===== src/common/bib_pkg.sv =====
/*
 * bib_pkg: constants and carrier types for the bus info block register bank.
 * Assumes a 32-bit AXI4-Lite register bus and a single controller clock.
 */
package bib_pkg;

    // register byte offsets
    localparam logic [7:0]  OFS_ROM_HEADER   = 8'h18;
    localparam logic [7:0]  OFS_BUS_NAME     = 8'h1c;
    localparam logic [7:0]  OFS_NODE_OPTIONS = 8'h20;
    localparam logic [7:0]  OFS_CTRL         = 8'h28;
    localparam int          ADDR_W           = 8;

    // header fields
    localparam int          HDR_CRC_LSB      = 0;
    localparam int          HDR_CRC_W        = 16;

    // constant read by the identification register
    localparam logic [31:0] BUS_NAME_VALUE   = 32'h31333934;

    // options field positions
    localparam int          OPT_IRMC         = 31;
    localparam int          OPT_CMC          = 30;
    localparam int          OPT_ISC          = 29;
    localparam int          OPT_BMC          = 28;
    localparam int          OPT_PMC          = 27;
    localparam int          OPT_ACC_LSB      = 16;
    localparam int          OPT_MAXREC_LSB   = 12;
    localparam int          OPT_GEN_LSB      = 6;
    localparam int          OPT_SPD_LSB      = 0;

    // writable bits of the options word; the rest read fixed
    localparam logic [31:0] OPT_RW_MASK      = 32'hf8fff0c0;
    localparam logic [3:0]  MAXREC_RESET     = 4'hb;
    localparam logic [2:0]  LINK_SPEED       = 3'h3;
    localparam logic [31:0] OPT_FIXED        = 32'h00000003;

    // control register: bit 0 link_on
    localparam int          CTRL_LINK_ON     = 0;

    // axi response codes
    localparam logic [1:0]  RESP_OKAY        = 2'h0;
    localparam logic [1:0]  RESP_SLVERR      = 2'h2;

    typedef struct packed {
        logic [ADDR_W-1:0] addr;
        logic [31:0]       data;
        logic [3:0]        strb;
    } bib_wreq_s;

    typedef struct packed {
        logic [31:0] rom_header;
        logic [31:0] bus_name;
        logic [31:0] node_options;
    } bib_quads_s;

endpackage


===== src/hw/bib_merge.sv =====
/*
 * bib_merge: applies byte strobes to a register word under a writable mask.
 * Pure combinational; used by the register bank for every writable register.
 */
`timescale 1ns/1ps
module bib_merge (
    input  wire logic [31:0] old_val,
    input  wire logic [31:0] wr_val,
    input  wire logic [3:0]  strb,
    input  wire logic [31:0] rw_mask,
    output logic      [31:0] new_val
);
    logic [31:0] lane_mask;

    // expand strobes, then keep read-only bits untouched
    always_comb begin
        lane_mask = {{8{strb[3]}}, {8{strb[2]}}, {8{strb[1]}}, {8{strb[0]}}};
        new_val   = (old_val & ~(lane_mask & rw_mask)) | (wr_val & lane_mask & rw_mask);
    end
endmodule


===== src/hw/bib_regs.sv =====
/*
 * bib_regs: bus info block register bank behind an AXI4-Lite slave.
 * Holds the ROM header, bus name constant, node options and a link control
 * word. Assumes one clock, synchronous active-low reset, and that the link
 * layer reads configuration ROM quadlets through the rom port.
 */
// Design decision made here: register access over AXI4-Lite.
`timescale 1ns/1ps

module bib_regs
    import bib_pkg::*;
(
    input  wire logic              aclk,
    input  wire logic              aresetn,
    input  wire logic              soft_reset,
    input  wire logic [ADDR_W-1:0] s_axi_awaddr,
    input  wire logic [2:0]        s_axi_awprot,
    input  wire logic              s_axi_awvalid,
    output logic                   s_axi_awready,
    input  wire logic [31:0]       s_axi_wdata,
    input  wire logic [3:0]        s_axi_wstrb,
    input  wire logic              s_axi_wvalid,
    output logic                   s_axi_wready,
    output logic      [1:0]        s_axi_bresp,
    output logic                   s_axi_bvalid,
    input  wire logic              s_axi_bready,
    input  wire logic [ADDR_W-1:0] s_axi_araddr,
    input  wire logic [2:0]        s_axi_arprot,
    input  wire logic              s_axi_arvalid,
    output logic                   s_axi_arready,
    output logic      [31:0]       s_axi_rdata,
    output logic      [1:0]        s_axi_rresp,
    output logic                   s_axi_rvalid,
    input  wire logic              s_axi_rready,
    input  wire logic              rom_rd,
    input  wire logic [1:0]        rom_idx,
    output logic                   rom_valid,
    output logic      [31:0]       rom_data,
    output logic                   link_on
);
    typedef struct packed {
        logic        aw_held;
        logic [ADDR_W-1:0] aw_addr;
        logic        w_held;
        logic [31:0] w_data;
        logic [3:0]  w_strb;
        logic        bvalid;
        logic [1:0]  bresp;
        logic        rvalid;
        logic [1:0]  rresp;
        logic [31:0] rdata;
        logic [31:0] rom_header;
        logic [31:0] options;
        logic        link_on;
    } bib_state_s;

    bib_state_s  st_r;
    bib_state_s  st_nxt;
    bib_quads_s  quads;
    logic [31:0] hdr_merged;
    logic [31:0] opt_merged;
    logic [31:0] ctl_merged;
    logic        do_write;

    // known offsets for both decode paths
    function automatic logic is_mapped(input logic [ADDR_W-1:0] a);
        return (a == OFS_ROM_HEADER) || (a == OFS_BUS_NAME) ||
               (a == OFS_NODE_OPTIONS) || (a == OFS_CTRL);
    endfunction

    // options word as read: writable bits plus fixed link speed
    function automatic logic [31:0] opt_view(input logic [31:0] v);
        return (v & OPT_RW_MASK) | OPT_FIXED;
    endfunction

    assign quads.rom_header   = st_r.rom_header;
    assign quads.bus_name     = BUS_NAME_VALUE;
    assign quads.node_options = opt_view(st_r.options);

    // one merge per writable register keeps strobe handling in one place
    bib_merge u_hdr_merge (
        .old_val (st_r.rom_header),
        .wr_val  (st_r.w_data),
        .strb    (st_r.w_strb),
        .rw_mask (32'hffffffff),
        .new_val (hdr_merged)
    );

    bib_merge u_opt_merge (
        .old_val (st_r.options),
        .wr_val  (st_r.w_data),
        .strb    (st_r.w_strb),
        .rw_mask (OPT_RW_MASK),
        .new_val (opt_merged)
    );

    bib_merge u_ctl_merge (
        .old_val ({31'h0, st_r.link_on}),
        .wr_val  (st_r.w_data),
        .strb    (st_r.w_strb),
        .rw_mask (32'h00000001),
        .new_val (ctl_merged)
    );

    bib_rom_port u_rom_port (
        .aclk      (aclk),
        .aresetn   (aresetn),
        .quads     (quads),
        .rom_rd    (rom_rd),
        .rom_idx   (rom_idx),
        .rom_valid (rom_valid),
        .rom_data  (rom_data)
    );

    // write fires once address and data are both held and no response waits
    assign do_write = st_r.aw_held && st_r.w_held && !st_r.bvalid;

    always_comb begin
        st_nxt = st_r;
        // address and data taken independently, in either order
        if (s_axi_awvalid && !st_r.aw_held) begin
            st_nxt.aw_held = 1'b1;
            st_nxt.aw_addr = s_axi_awaddr;
        end
        if (s_axi_wvalid && !st_r.w_held) begin
            st_nxt.w_held = 1'b1;
            st_nxt.w_data = s_axi_wdata;
            st_nxt.w_strb = s_axi_wstrb;
        end
        if (do_write) begin
            st_nxt.aw_held = 1'b0;
            st_nxt.w_held  = 1'b0;
            st_nxt.bvalid  = 1'b1;
            st_nxt.bresp   = is_mapped(st_r.aw_addr) ? RESP_OKAY : RESP_SLVERR;
            unique case (st_r.aw_addr)
                OFS_ROM_HEADER:   st_nxt.rom_header = hdr_merged;
                OFS_NODE_OPTIONS: st_nxt.options    = opt_merged;
                OFS_CTRL:         st_nxt.link_on    = ctl_merged[CTRL_LINK_ON];
                default:          ;  // bus name write dropped
            endcase
        end
        if (st_r.bvalid && s_axi_bready) begin
            st_nxt.bvalid = 1'b0;
        end
        // read: answer one cycle after the address is taken
        if (s_axi_arvalid && !st_r.rvalid) begin
            st_nxt.rvalid = 1'b1;
            st_nxt.rresp  = is_mapped(s_axi_araddr) ? RESP_OKAY : RESP_SLVERR;
            unique case (s_axi_araddr)
                OFS_ROM_HEADER:   st_nxt.rdata = st_r.rom_header;
                OFS_BUS_NAME:     st_nxt.rdata = BUS_NAME_VALUE;
                OFS_NODE_OPTIONS: st_nxt.rdata = opt_view(st_r.options);
                OFS_CTRL:         st_nxt.rdata = {31'h0, st_r.link_on};
                default:          st_nxt.rdata = 32'h00000000;
            endcase
        end else if (st_r.rvalid && s_axi_rready) begin
            st_nxt.rvalid = 1'b0;
        end
        // soft reset leaves max request alone, clears the rest of options
        if (soft_reset) begin
            st_nxt.options = st_nxt.options &
                             (32'h0000000f << OPT_MAXREC_LSB);
            st_nxt.link_on = 1'b0;
        end
    end

    // crc value and generation bits keep their current value through reset
    always_ff @(posedge aclk) begin
        if (!aresetn) begin
            st_r.aw_held    <= 1'b0;
            st_r.aw_addr    <= '0;
            st_r.w_held     <= 1'b0;
            st_r.w_data     <= 32'h00000000;
            st_r.w_strb     <= 4'h0;
            st_r.bvalid     <= 1'b0;
            st_r.bresp      <= RESP_OKAY;
            st_r.rvalid     <= 1'b0;
            st_r.rresp      <= RESP_OKAY;
            st_r.rdata      <= 32'h00000000;
            st_r.rom_header <= {16'h0000, st_nxt.rom_header[15:0]};
            st_r.options    <= {16'h0000, MAXREC_RESET, 4'h0,
                                st_nxt.options[7:6], 6'h00};
            st_r.link_on    <= 1'b0;
        end else begin
            st_r <= st_nxt;
        end
    end

    assign s_axi_awready = !st_r.aw_held;
    assign s_axi_wready  = !st_r.w_held;
    assign s_axi_bvalid  = st_r.bvalid;
    assign s_axi_bresp   = st_r.bresp;
    assign s_axi_arready = !st_r.rvalid;
    assign s_axi_rvalid  = st_r.rvalid;
    assign s_axi_rresp   = st_r.rresp;
    assign s_axi_rdata   = st_r.rdata;
    assign link_on       = st_r.link_on;  // software keeps fields valid
endmodule


===== src/hw/bib_rom_port.sv =====
/*
 * bib_rom_port: answers remote configuration ROM quadlet reads from the
 * register values. Assumes the link side issues one-cycle read strobes.
 */
`timescale 1ns/1ps
module bib_rom_port
    import bib_pkg::*;
(
    input  wire logic        aclk,
    input  wire logic        aresetn,
    input  wire bib_quads_s  quads,
    input  wire logic        rom_rd,
    input  wire logic [1:0]  rom_idx,
    output logic             rom_valid,
    output logic      [31:0] rom_data
);
    typedef struct packed {
        logic        valid;
        logic [31:0] data;
    } bib_rport_s;

    bib_rport_s st_r;
    bib_rport_s st_nxt;

    // quadlet 0 header, 1 bus name, 2 options
    always_comb begin
        st_nxt       = st_r;
        st_nxt.valid = rom_rd;
        if (rom_rd) begin
            unique case (rom_idx)
                2'h0:    st_nxt.data = quads.rom_header;
                2'h1:    st_nxt.data = quads.bus_name;
                2'h2:    st_nxt.data = quads.node_options;
                default: st_nxt.data = 32'h00000000;
            endcase
        end
    end

    always_ff @(posedge aclk) begin
        if (!aresetn) begin
            st_r <= '0;
        end else begin
            st_r <= st_nxt;
        end
    end

    assign rom_valid = st_r.valid;
    assign rom_data  = st_r.data;
endmodule


===== config.mk =====
export PLATFORM = sky130hd
export DESIGN_NAME = bib_regs
export DESIGN_NICKNAME = d
export VERILOG_FILES = /design/src/common/bib_pkg.sv /design/src/hw/bib_merge.sv /design/src/hw/bib_regs.sv /design/src/hw/bib_rom_port.sv
export SDC_FILE = /design/constraint.sdc
export NUM_CORES = 1
export LEC_CHECK = 0
export ABC_CLOCK_PERIOD_IN_PS = 3290
export BUFFER_PORTS_ARGS = -buffer_cell sky130_fd_sc_hd__buf_4
export CAP_MARGIN = 20
export CORE_ASPECT_RATIO = 1.2
export CORE_UTILIZATION = 55
export CTS_CLUSTER_SIZE = 20
export DETAILED_ROUTE_END_ITERATION = 8
export PLACE_DENSITY = 0.81
export SLEW_MARGIN = 20
export SYNTH_ARGS = -nofsm -noshare
export SYNTH_HDL_FRONTEND = slang
export SYNTH_HIERARCHICAL = 1
export SYNTH_SLANG_ARGS = --single-unit

===== constraint.sdc =====
create_clock -name aclk -period 3.29 [get_ports aclk]
set_input_delay 0.4935 -clock aclk [delete_from_list [all_inputs] [get_ports aclk]]
set_output_delay 0.4935 -clock aclk [all_outputs]
set_load 0.01 [all_outputs]

==> Word level (Yosys, flattened, before mapping) <==
Cells that the tools add are included.
{ "op_classes": {"n_eq_ne": 10, "muxes": 11, "bitwise": 11, "reduce_logical": 25} }
{ "op_table": {"columns": ["cell", "count"], "rows": [
  ["32-bit one-hot mux with 4 select lines", 1],
  ["32-bit bitwise AND", 3],
  ["32-bit one-hot mux with 3 select lines", 1],
  ["32-bit NOT", 2],
  ["32-bit OR", 2],
  ["49-bit 2-to-1 mux", 1],
  ["8-bit by 5-bit equality test with 1-bit output, second input constant", 4],
  ["8-bit by 6-bit equality test with 1-bit output, second input constant", 4],
  ["32-bit 2-to-1 mux", 1],
  ["16-bit 2-to-1 mux", 1],
  ["9-bit 2-to-1 mux", 1],
  ["1-bit logical AND", 7],
  ["1-bit logical OR", 6],
  ["2-bit AND reduction", 3],
  ["2-bit OR reduction", 3],
  ["1-bit logical NOT", 4],
  ["2-bit 2-to-1 mux", 2],
  ["1-bit 2-to-1 mux", 3],
  ["2-bit by 1-bit equality test with 1-bit output, second input constant", 1],
  ["2-bit equality test, second input constant", 1],
  ["2-bit logical NOT", 1],
  ["1-bit NOT", 2],
  ["2-bit nonzero test", 1],
  ["1-bit bitwise AND", 1],
  ["1-bit OR", 1]
]} }
{ "totals": {"reg_bits": 182} }

==> Depth between registers and ports, before layout <==
Gate-level depths: netlist (run 1).
{ "logic_depth": {"word_depth": 6, "depth_mapped": 6, "depth_no_buf": 4} }

==> Hierarchy <==
Netlist (run 1), hierarchy kept.
{ "modules_own_cells": {"columns": ["module", "instances", "cells_per_inst", "area_each_um2", "seq_area_each_um2"], "rows": [
  ["bib_regs", 1, 632, 5731.7, 3103.0],
  ["bib_merge", 3, 68, 645.6, 0.0],
  ["bib_rom_port", 1, 218, 1751.7, 660.6]
]} }

==> Least setup slack after synthesis (run 1) <==
Ideal clock, no wire load.
{ "synth_path": {"kind": "reg2reg", "startpoint": "register st_r[147] in the netlist's numbering", "endpoint": "register st_r, in the netlist quads[64] (enable)", "setup_time_ps": 364, "t_arrival_ps": 1998, "required_ps": 2926, "path_slack_ps": 928, "path_stages_with_launch": 6, "path_buffers": 2, "path_cell_list": "dfxtp_1 -> or4_4 -> or4_4 -> buf_6 -> buf_6 -> inv_1"} }
{ "synth_via": {"elab_chain_cells": 3} }
{ "synth_lines": {"columns": ["item", "line", "text"], "rows": [
  ["start, declared", "bib_regs.sv:57", "bib_state_s st_r;"],
  ["start signal, assigned", "bib_regs.sv:185", "st_r <= st_nxt;"],
  ["8-bit by 5-bit equality test with 1-bit output", "bib_regs.sv:135", "unique case (st_r.aw_addr)"],
  ["16-bit 2-to-1 mux", "bib_regs.sv:135", null],
  ["49-bit 2-to-1 mux", "bib_regs.sv:130", "if (do_write) begin"]
]} }
Every way passes these cells.
A chain may end at the register's enable or synchronous reset.

==> Worst setup path in the final report (run 1) <==
{ "layout_path": {"startpoint": "register st_r[147] in the netlist's numbering", "endpoint": "register st_r, in the netlist quads[66] (enable)"} }
The elaborated chain is that of the path after synthesis.

==> flow_summary.yaml, run 1 <==
status:
  outcome: "finished clean"
job:
  drv_cap: 0
sta:
  drv_slew: 0
  max_slew.worst_pin.slew_ns: 0.856
  setup_viol: 0
  fmax_mhz: 393
  slew_headroom_pct: 42.8
  tns_ns: 0
  finalCritPeriodShare_pct: 77.3
  clock_skew_ns: 0.00937
  holdWs_ns: 0.253
  report.final.hold_viol_count: 0
  grt_setup_unrepaired: "false"
  final.min_clock_period_ns: 2.54
drt:
  vias_per_cell: 5.27
  vias: 6635
  drtPass1Iterations: 5
  antenna_left: 0
  drc: 0
  wl_per_cell_microns: 15.5
  drt-total-wl_microns: 19500
  drt_iter0_markers: 509
critical_path:
  worst-setup-path-type: "reg2reg"
  cp_max_fo: 17
  arrival_ns: 2.60
  worst_setup_path_end_kind: "flip-flop"
  rr_worst_depth: 3
  worstPathRequired_ns: 3.35
  cp-start-kind: "flip-flop"
layout:
  n_fill_cell: 1168
  layout_common_cells: "nand2_1 (197), dfxtp_1 (151), buf_4 (146)"
  final_area_sq_um: 9800
  layout-area-overhead-vs-synth_pct: 20.4
  antenna_cells: 0
  drive_gt1_share_pct: 22.2
  multiInputGateArea_sq_um: 4330
  final-seq-area_sq_um: 3500
  layout_commonest_cell: "nand2_1"
  nets: 1140
min_path:
  hold_path.class: "in2reg"
  holdPathStages: 2
cts:
  cts_htree_levels: 4
  cts_tree: "built"
  cts_setup_buffers: 0
  clock_latency_ns: 0.43
  cts_sinks: 167
  cts_buffers: 17
  path_clk_slew_ns: 0.06
  hold_buffers: 0
  cts_buffer_depth: 2
  cts_resized: 0
  cts_root_buf: "clkbuf_16"
placed_design:
  port_buffers: 135
  dp_hpwl_microns: 13400
  dpl-instance-area_sq_um: 9190
  place_congestion: 0.822
grt:
  grt_use_total_pct: 26.1
  grt_max_degree: 50
  grt_pass1_vias: 6306
  antenna_found_initial: 0
  grt_overflow: 0
  grt_pass1_wl_microns: 31700
floorplanning:
  core_sq_um: 14400
  die_x_microns: 113
  die_area_sq_um: 15300
  placementRows: 48
  start_util_pct: 56.5
  num_io_pins: 144
  dieHeight_microns: 135
synthesis:
  synth_area_sq_um: 8140
  syn_area_per_cell_sq_um: 8.93
  yosys_warnings: 6
  synthCells: 911
power_and_ir_drop:
  leakage_nw: 4.23
  ir_worst_vdd_uv: 260
  p_per_area_nw_per_um2: 474
## per-layer routing
layer | part of all wire (%) | vias to the layer above | global-route usage (%)
met4 | 1.0 | 0 | 7.68
li1 | - | 3317 | -
met5 | 0 | - | 0
met2 | 46 | 188 | 42.2
met1 | 46 | 3112 | 35.1
met3 | 6.1 | 18 | 5.68
## power by group
| part | total, mW | leakage [nW] | internal [mW] | switching (mW) |
|---|---|---|---|---|
| clock | 2.03 | 0.302 | 1.24 | 0.786 |
| combinational | 0.445 | 2.56 | 0.204 | 0.241 |
| sequential | 2.17 | 1.38 | 2.12 | 0.0520 |
## sequential cells by signal, summed over array words and instances (netlist names)
name,cells
link_on,1
s_axi_bresp,1
u_rom_port/rom_data,32
s_axi_bvalid,1
s_axi_rvalid,1
s_axi_rresp,1
u_rom_port/rom_valid,1
quads,51
st_r,46
s_axi_rdata,32
## critical path, cell delays in order, from the launching register on
cell     delay (ns)
dfxtp_1        0.31
or4_4          0.56
or4_4          0.73
inv_1          0.56
## metrics by stage
step	utilization (%)	instances	setup WS, ns	total power, mW
finish	68.0	1259	0.747	4.64
global route	68.0	1259	0.668	4.79
CTS	68.0	1259	0.733	4.66
detailed placement	63.8	1227	0.747	2.66
global placement	63.8	1227	0.741	2.65
floorplan	-	1008	0.928	2.49
## area by class of cell
class                   count  share of cell area, %
clock inverters             7                  0.907
inverters                   7                  0.268
well taps                 175                   2.23
repair buffers            147                   11.4
multi-input cells         731                   44.2
flip-flops and latches    167                   35.8
clock buffers              25                   5.27
## worst paths after layout
check                               from                      to  slack, ns
setup / recovery  st_r[147]$_SDFFE_PN0P_     quads[66]$_DFFE_PP_       0.75
hold / removal                soft_reset   quads[6]$_SDFFE_PP0P_       0.25
setup reg to reg  st_r[147]$_SDFFE_PN0P_     quads[66]$_DFFE_PP_       0.75
hold reg to reg   st_r[111]$_SDFFE_PN0P_  st_r[111]$_SDFFE_PN0P_       0.46
Power figures use the tool's default switching activity.
==> inputs of run 2 (changes only) <==
--- a/config.mk
+++ b/config.mk
@@ -5,7 +5,7 @@
 export SDC_FILE = /design/constraint.sdc
 export NUM_CORES = 1
 export LEC_CHECK = 0
-export ABC_CLOCK_PERIOD_IN_PS = 3290
+export ABC_CLOCK_PERIOD_IN_PS = 2600
 export BUFFER_PORTS_ARGS = -buffer_cell sky130_fd_sc_hd__buf_4
 export CAP_MARGIN = 20
 export CORE_ASPECT_RATIO = 1.2
==> constraint.sdc (replaced) <==
create_clock -name aclk -period 2.6 [get_ports aclk]
set_input_delay 0.39 -clock aclk [delete_from_list [all_inputs] [get_ports aclk]]
set_output_delay 0.39 -clock aclk [all_outputs]
set_load 0.01 [all_outputs]
==> run 2 against run 1 <==
Compared with the run above: global-route usage increased by 0.25 points; critical path depth increased by 1; register-to-register slack got worse by 0.18 ns; non-clock buffer count rose by 7; die area did not move; clock-buffer cell count fell by 5; utilization increased by 0.16 points; first-iteration DRC count is 2.9% lower.
==> flow_summary.yaml, run 2 (synthesis gave the netlist of run 1 again) <==
sta:
  setup_viol: 0
  report.final.hold_viol_count: 0
  final.min_clock_period_ns: 2.03
  holdWs_ns: 0.139
  slew_headroom_pct: 58.5
  drv_slew: 0
  finalCritPeriodShare_pct: 78.2
  worst_slack_ns: 0.566
  fmax_mhz: 492
  grt_setup_unrepaired: "false"
  tns_ns: 0
  clock_skew_ns: 0.00567
  max_slew.worst_pin.slew_ns: 0.621
cts:
  hold_buffers: 0
  clock_latency_ns: 0.43
  cts_resized: 0
  cts_sinks: 167
  cts_setup_buffers: 0
  cts_htree_levels: 4
  cts_buffers: 17
  path_clk_slew_ns: 0.06
  cts_root_buf: "clkbuf_16"
  cts_tree: "built"
  cts_buffer_depth: 2
grt:
  grt_pass1_vias: 6303
  grt_overflow: 0
  grt_max_degree: 41
  grt_pass1_wl_microns: 31700
  grt_use_total_pct: 26.4
  antenna_found_initial: 0
layout:
  largest_reg_flops: 51
  antenna_cells: 0
  nets: 1147
  drive_gt1_share_pct: 22.5
  final_util_pct: 68.1
  layout_commonest_cell: "nand2_1"
  layout_common_cells: "nand2_1 (197), buf_4 (154), dfxtp_1 (151)"
  fin_cells: 1266
  layout-area-overhead-vs-synth_pct: 20.7
  final_area_sq_um: 9820
floorplanning:
  dieHeight_microns: 135
  start_util_pct: 56.5
  die_x_microns: 113
  placementRows: 48
  num_io_pins: 144
  die_area_sq_um: 15300
  core_sq_um: 14400
critical_path:
  cp_max_fo: 16
  ff2ff_setup_slack_ns: 0.57
  worst_setup_path_end_kind: "flip-flop"
  critical_path.endpoint: "quads[75]$_DFFE_PP_"
  critPathLaunch: "st_r[147]$_SDFFE_PN0P_"
  r2r_start: "st_r[147]$_SDFFE_PN0P_"
  cp-start-kind: "flip-flop"
  arrival_ns: 2.15
  rr_worst_depth: 4
  worst-setup-path-type: "reg2reg"
  reg2reg_to: "quads[75]$_DFFE_PP_"
  worstPathRequired_ns: 2.71
drt:
  vias: 6620
  drt_iter0_markers: 494
  wl_per_cell_microns: 15.3
  drtPass1Iterations: 5
  drt-total-wl_microns: 19300
  antenna_left: 0
  drc: 0
  vias_per_cell: 5.23
placed_design:
  dp_hpwl_microns: 13300
  port_buffers: 135
  dpl-instance-area_sq_um: 9230
  place_congestion: 0.810
  dp.cells: 1234
  pre_cts_slack_ns: 0.471
status:
  outcome: "finished clean"
power_and_ir_drop:
  ir_worst_vdd_uv: 441
  p_per_area_nw_per_um2: 595
  finalPower_mw: 5.84
  leakage_nw: 4.25
job:
  drv_cap: 0
min_path:
  hold_path.class: "in2reg"
-- run 2: changes by cell type in the layout (fill, tap and decap cells not counted), sizes merged --
cell,before,now
clkinvlp,0,1
clkinv,5,8
clkbuf,25,20
bufinv,2,3
buf,147,154
-- run 2: routing by layer --
layer	wire length [microns]	part of all wire [%]	vias up	track usage, %
met4	396	2.0	0	10.5
met2	8860	46	213	41.9
met5	0	0	-	0
met3	1220	6.3	27	5.59
li1	-	-	3322	-
met1	8880	46	3058	35.1
-- run 2: power breakdown --
group          internal [mW]  switching, mW
Clock                   1.54          0.988
Sequential              2.68         0.0663
Combinational          0.261          0.305
Total                   4.48           1.36
-- run 2: area by class of cell --
class                      instances  area, sq um
clock buffer                      20          457
fill                            1203         4590
multi-input combinational        731         4330
inverter                           7         26.3
clock inverter                    12          131
tap                              175          219
timing repair buffer             154         1160
sequential                       167         3500
-- run 2: worst min path at each step --
stage,to,from,depth (start not counted)
global route,quads[7]$_SDFFE_PP0P_,soft_reset,2
CTS,quads[7]$_SDFFE_PP0P_,soft_reset,2
floorplan,s_axi_rdata[11]$_SDFFE_PN0P_,s_axi_rdata[11]$_SDFFE_PN0P_,2
detailed placement,s_axi_rdata[4]$_SDFFE_PN0P_,s_axi_rdata[4]$_SDFFE_PN0P_,2
global placement,s_axi_rdata[1]$_SDFFE_PN0P_,s_axi_rdata[1]$_SDFFE_PN0P_,2
finish,quads[7]$_SDFFE_PP0P_,soft_reset,2
-- run 2: critical path: stages, from the launching register on --
cell	delay (ns)
dfxtp_1	0.31
or4_4	0.57
or4_4	0.53
inv_1	0.06
buf_4	0.25
==> inputs of run 3 (changes only) <==
--- a/config.mk
+++ b/config.mk
@@ -5,7 +5,7 @@
 export SDC_FILE = /design/constraint.sdc
 export NUM_CORES = 1
 export LEC_CHECK = 0
-export ABC_CLOCK_PERIOD_IN_PS = 2600
+export ABC_CLOCK_PERIOD_IN_PS = 2130
 export BUFFER_PORTS_ARGS = -buffer_cell sky130_fd_sc_hd__buf_4
 export CAP_MARGIN = 20
 export CORE_ASPECT_RATIO = 1.2
==> constraint.sdc (replaced) <==
create_clock -name aclk -period 2.13 [get_ports aclk]
set_input_delay 0.3195 -clock aclk [delete_from_list [all_inputs] [get_ports aclk]]
set_output_delay 0.3195 -clock aclk [all_outputs]
set_load 0.01 [all_outputs]
==> run 3 against run 2 <==
Compared with the run above: non-clock buffer count is 4 higher; clock-buffer cell count is 2 higher; die area stayed put; global-route usage is 0.33 points lower; critical endpoint is now quads[78]$_DFFE_PP_; largest power group unchanged; highest routed layer unchanged.
==> flow_summary.yaml, run 3 (synthesis gave the netlist of run 1 again) <==
status:
  outcome: "finished clean"
critical_path:
  reg2reg_to: "quads[78]$_DFFE_PP_"
  cp_max_fo: 16
  r2r_start: "st_r[146]$_SDFFE_PN0P_"
  max_stage_delay_ns: 0.57
  ff2ff_setup_slack_ns: 0.16
  worst-setup-path-type: "reg2reg"
  critPathBufInv: 1
  cpMostUsedCell: "or4_4"
  path_cells: "or4_4 > or4_4 > clkinvlp_4"
  rr_worst_depth: 3
  cp-start-kind: "flip-flop"
  crit_family: "simple AND/OR/NAND/NOR gates"
  worst_setup_path_end_kind: "flip-flop"
  slowest_stage: "or4_4"
  worstPathRequired_ns: 2.23
  arrival_ns: 2.07
drt:
  vias_per_cell: 5.31
  antenna_left: 0
  drt-total-wl_microns: 19400
  drtPass1Iterations: 5
  drt_iter0_markers: 392
  vias: 6742
  drc: 0
  wl_per_cell_microns: 15.3
layout:
  antenna_cells: 0
  layout-area-overhead-vs-synth_pct: 21.4
  n_fill_cell: 1170
  layout_commonest_cell: "nand2_1"
  nets: 1151
  fin_cells: 1269
  layout_common_cells: "nand2_1 (197), buf_4 (156), dfxtp_1 (151)"
  largest_reg_flops: 51
  drive_gt1_share_pct: 23.2
sta:
  max_slew.worst_pin.slew_ns: 0.688
  tns_ns: 0
  setup_viol: 0
  slew_headroom_pct: 53.5
  final.min_clock_period_ns: 1.97
  report.final.hold_viol_count: 0
  finalCritPeriodShare_pct: 92.4
  drv_slew: 0
  fmax_mhz: 508
  grt_setup_unrepaired: "false"
  clock_skew_ns: 0.00693
cts:
  cts_sinks: 167
  cts_buffer_depth: 2
  cts_buffers: 17
  path_clk_slew_ns: 0.06
  cts_root_buf: "clkbuf_16"
  clock_latency_ns: 0.43
  cts_htree_levels: 4
  cts_resized: 0
  cts_tree: "built"
  cts_setup_buffers: 0
  hold_buffers: 0
placed_design:
  port_buffers: 135
  dp_hpwl_microns: 13400
  place_congestion: 0.868
  dp.cells: 1238
grt:
  grt_use_total_pct: 26.0
  antenna_found_initial: 0
  grt_pass1_vias: 6298
  grt_max_degree: 58
  grt_pass1_wl_microns: 31300
  grt_overflow: 0
min_path:
  min_from: "soft_reset"
  holdPathStages: 2
  hold_path.class: "in2reg"
  whs_endpoint: "quads[6]$_SDFFE_PP0P_"
power_and_ir_drop:
  ir_worst_vdd_uv: 522
  p_per_area_nw_per_um2: 719
  leakage_nw: 4.27
floorplanning:
  num_io_pins: 144
  dieHeight_microns: 135
  core_sq_um: 14400
  placementRows: 48
  die_area_sq_um: 15300
  start_util_pct: 56.5
  die_x_microns: 113
job:
  drv_cap: 0
==> run 3: cell count changes in the layout (fill, tap and decap cells not counted) <==
cell	before	now
clkinv_4	0	1
bufinv_16	3	2
buf_12	0	2
clkinv_2	3	6
inv_1	6	5
buf_4	154	156
clkinv_1	5	0
clkbuf_8	2	4
==> run 3: how the worst max path moves through the flow <==
stage,from,endpoint,slack (ns),depth (start not counted)
floorplan,st_r[146]$_SDFFE_PN0P_,quads[64]$_DFFE_PP_,0.04,5
global placement,st_r[146]$_SDFFE_PN0P_,quads[74]$_DFFE_PP_,0.17,3
detailed placement,st_r[146]$_SDFFE_PN0P_,quads[88]$_SDFFE_PN0P_,0.16,5
CTS,st_r[146]$_SDFFE_PN0P_,quads[88]$_SDFFE_PN0P_,0.15,5
global route,st_r[146]$_SDFFE_PN0P_,quads[82]$_SDFFE_PN0P_,0.07,5
finish,st_r[146]$_SDFFE_PN0P_,quads[78]$_DFFE_PP_,0.16,3
==> run 3: through the flow <==
stage | setup slack (ns) | cell area, sq um | util, % | total power [mW] | hold slack, ns
6_report | 0.163 | 9880 | 68.5 | 7.10 | 0.0684
5_1_grt | 0.0746 | 9880 | 68.5 | 7.34 | 0.0553
4_1_cts | 0.146 | 9880 | 68.5 | 7.12 | 0.0590
3_5_place_dp | 0.157 | 9290 | 64.5 | 4.11 | 0.444
3_3_place_gp | 0.168 | 9290 | 64.5 | 4.09 | 0.437
2_1_floorplan | 0.0449 | 8510 | - | 3.85 | 0.389
==> run 3: area by class of cell <==
| cell class | count | area [sq um] | share of cell area, % |
|---|---|---|---|
| clock buffer | 22 | 484 | 4.90 |
| clock inverter | 9 | 98.8 | 1.00 |
| inverter | 7 | 30.0 | 0.304 |
| multi-input combinational | 731 | 4330 | 43.8 |
| sequential | 167 | 3500 | 35.5 |
| tap | 175 | 219 | 2.22 |
| timing repair buffer | 158 | 1210 | 12.3 |
==> run 3: routing by layer <==
layer  global-route usage (%)  share of wire, %  vias to the layer above
li1                         -                 -                     3337
met1                     34.4                46                     3160
met2                     41.1                46                      216
met3                     6.26               6.2                       29
met4                     10.3               2.1                        0
met5                        0                 0                        -
==> run 3: where the power goes <==
part           leakage (nW)  switching, mW  total, mW  internal, mW
clock network         0.295           1.21       3.05          1.83
registers              1.38         0.0805       3.35          3.27
logic                  2.60          0.372      0.697         0.325
total                  4.27           1.67       7.10          5.43
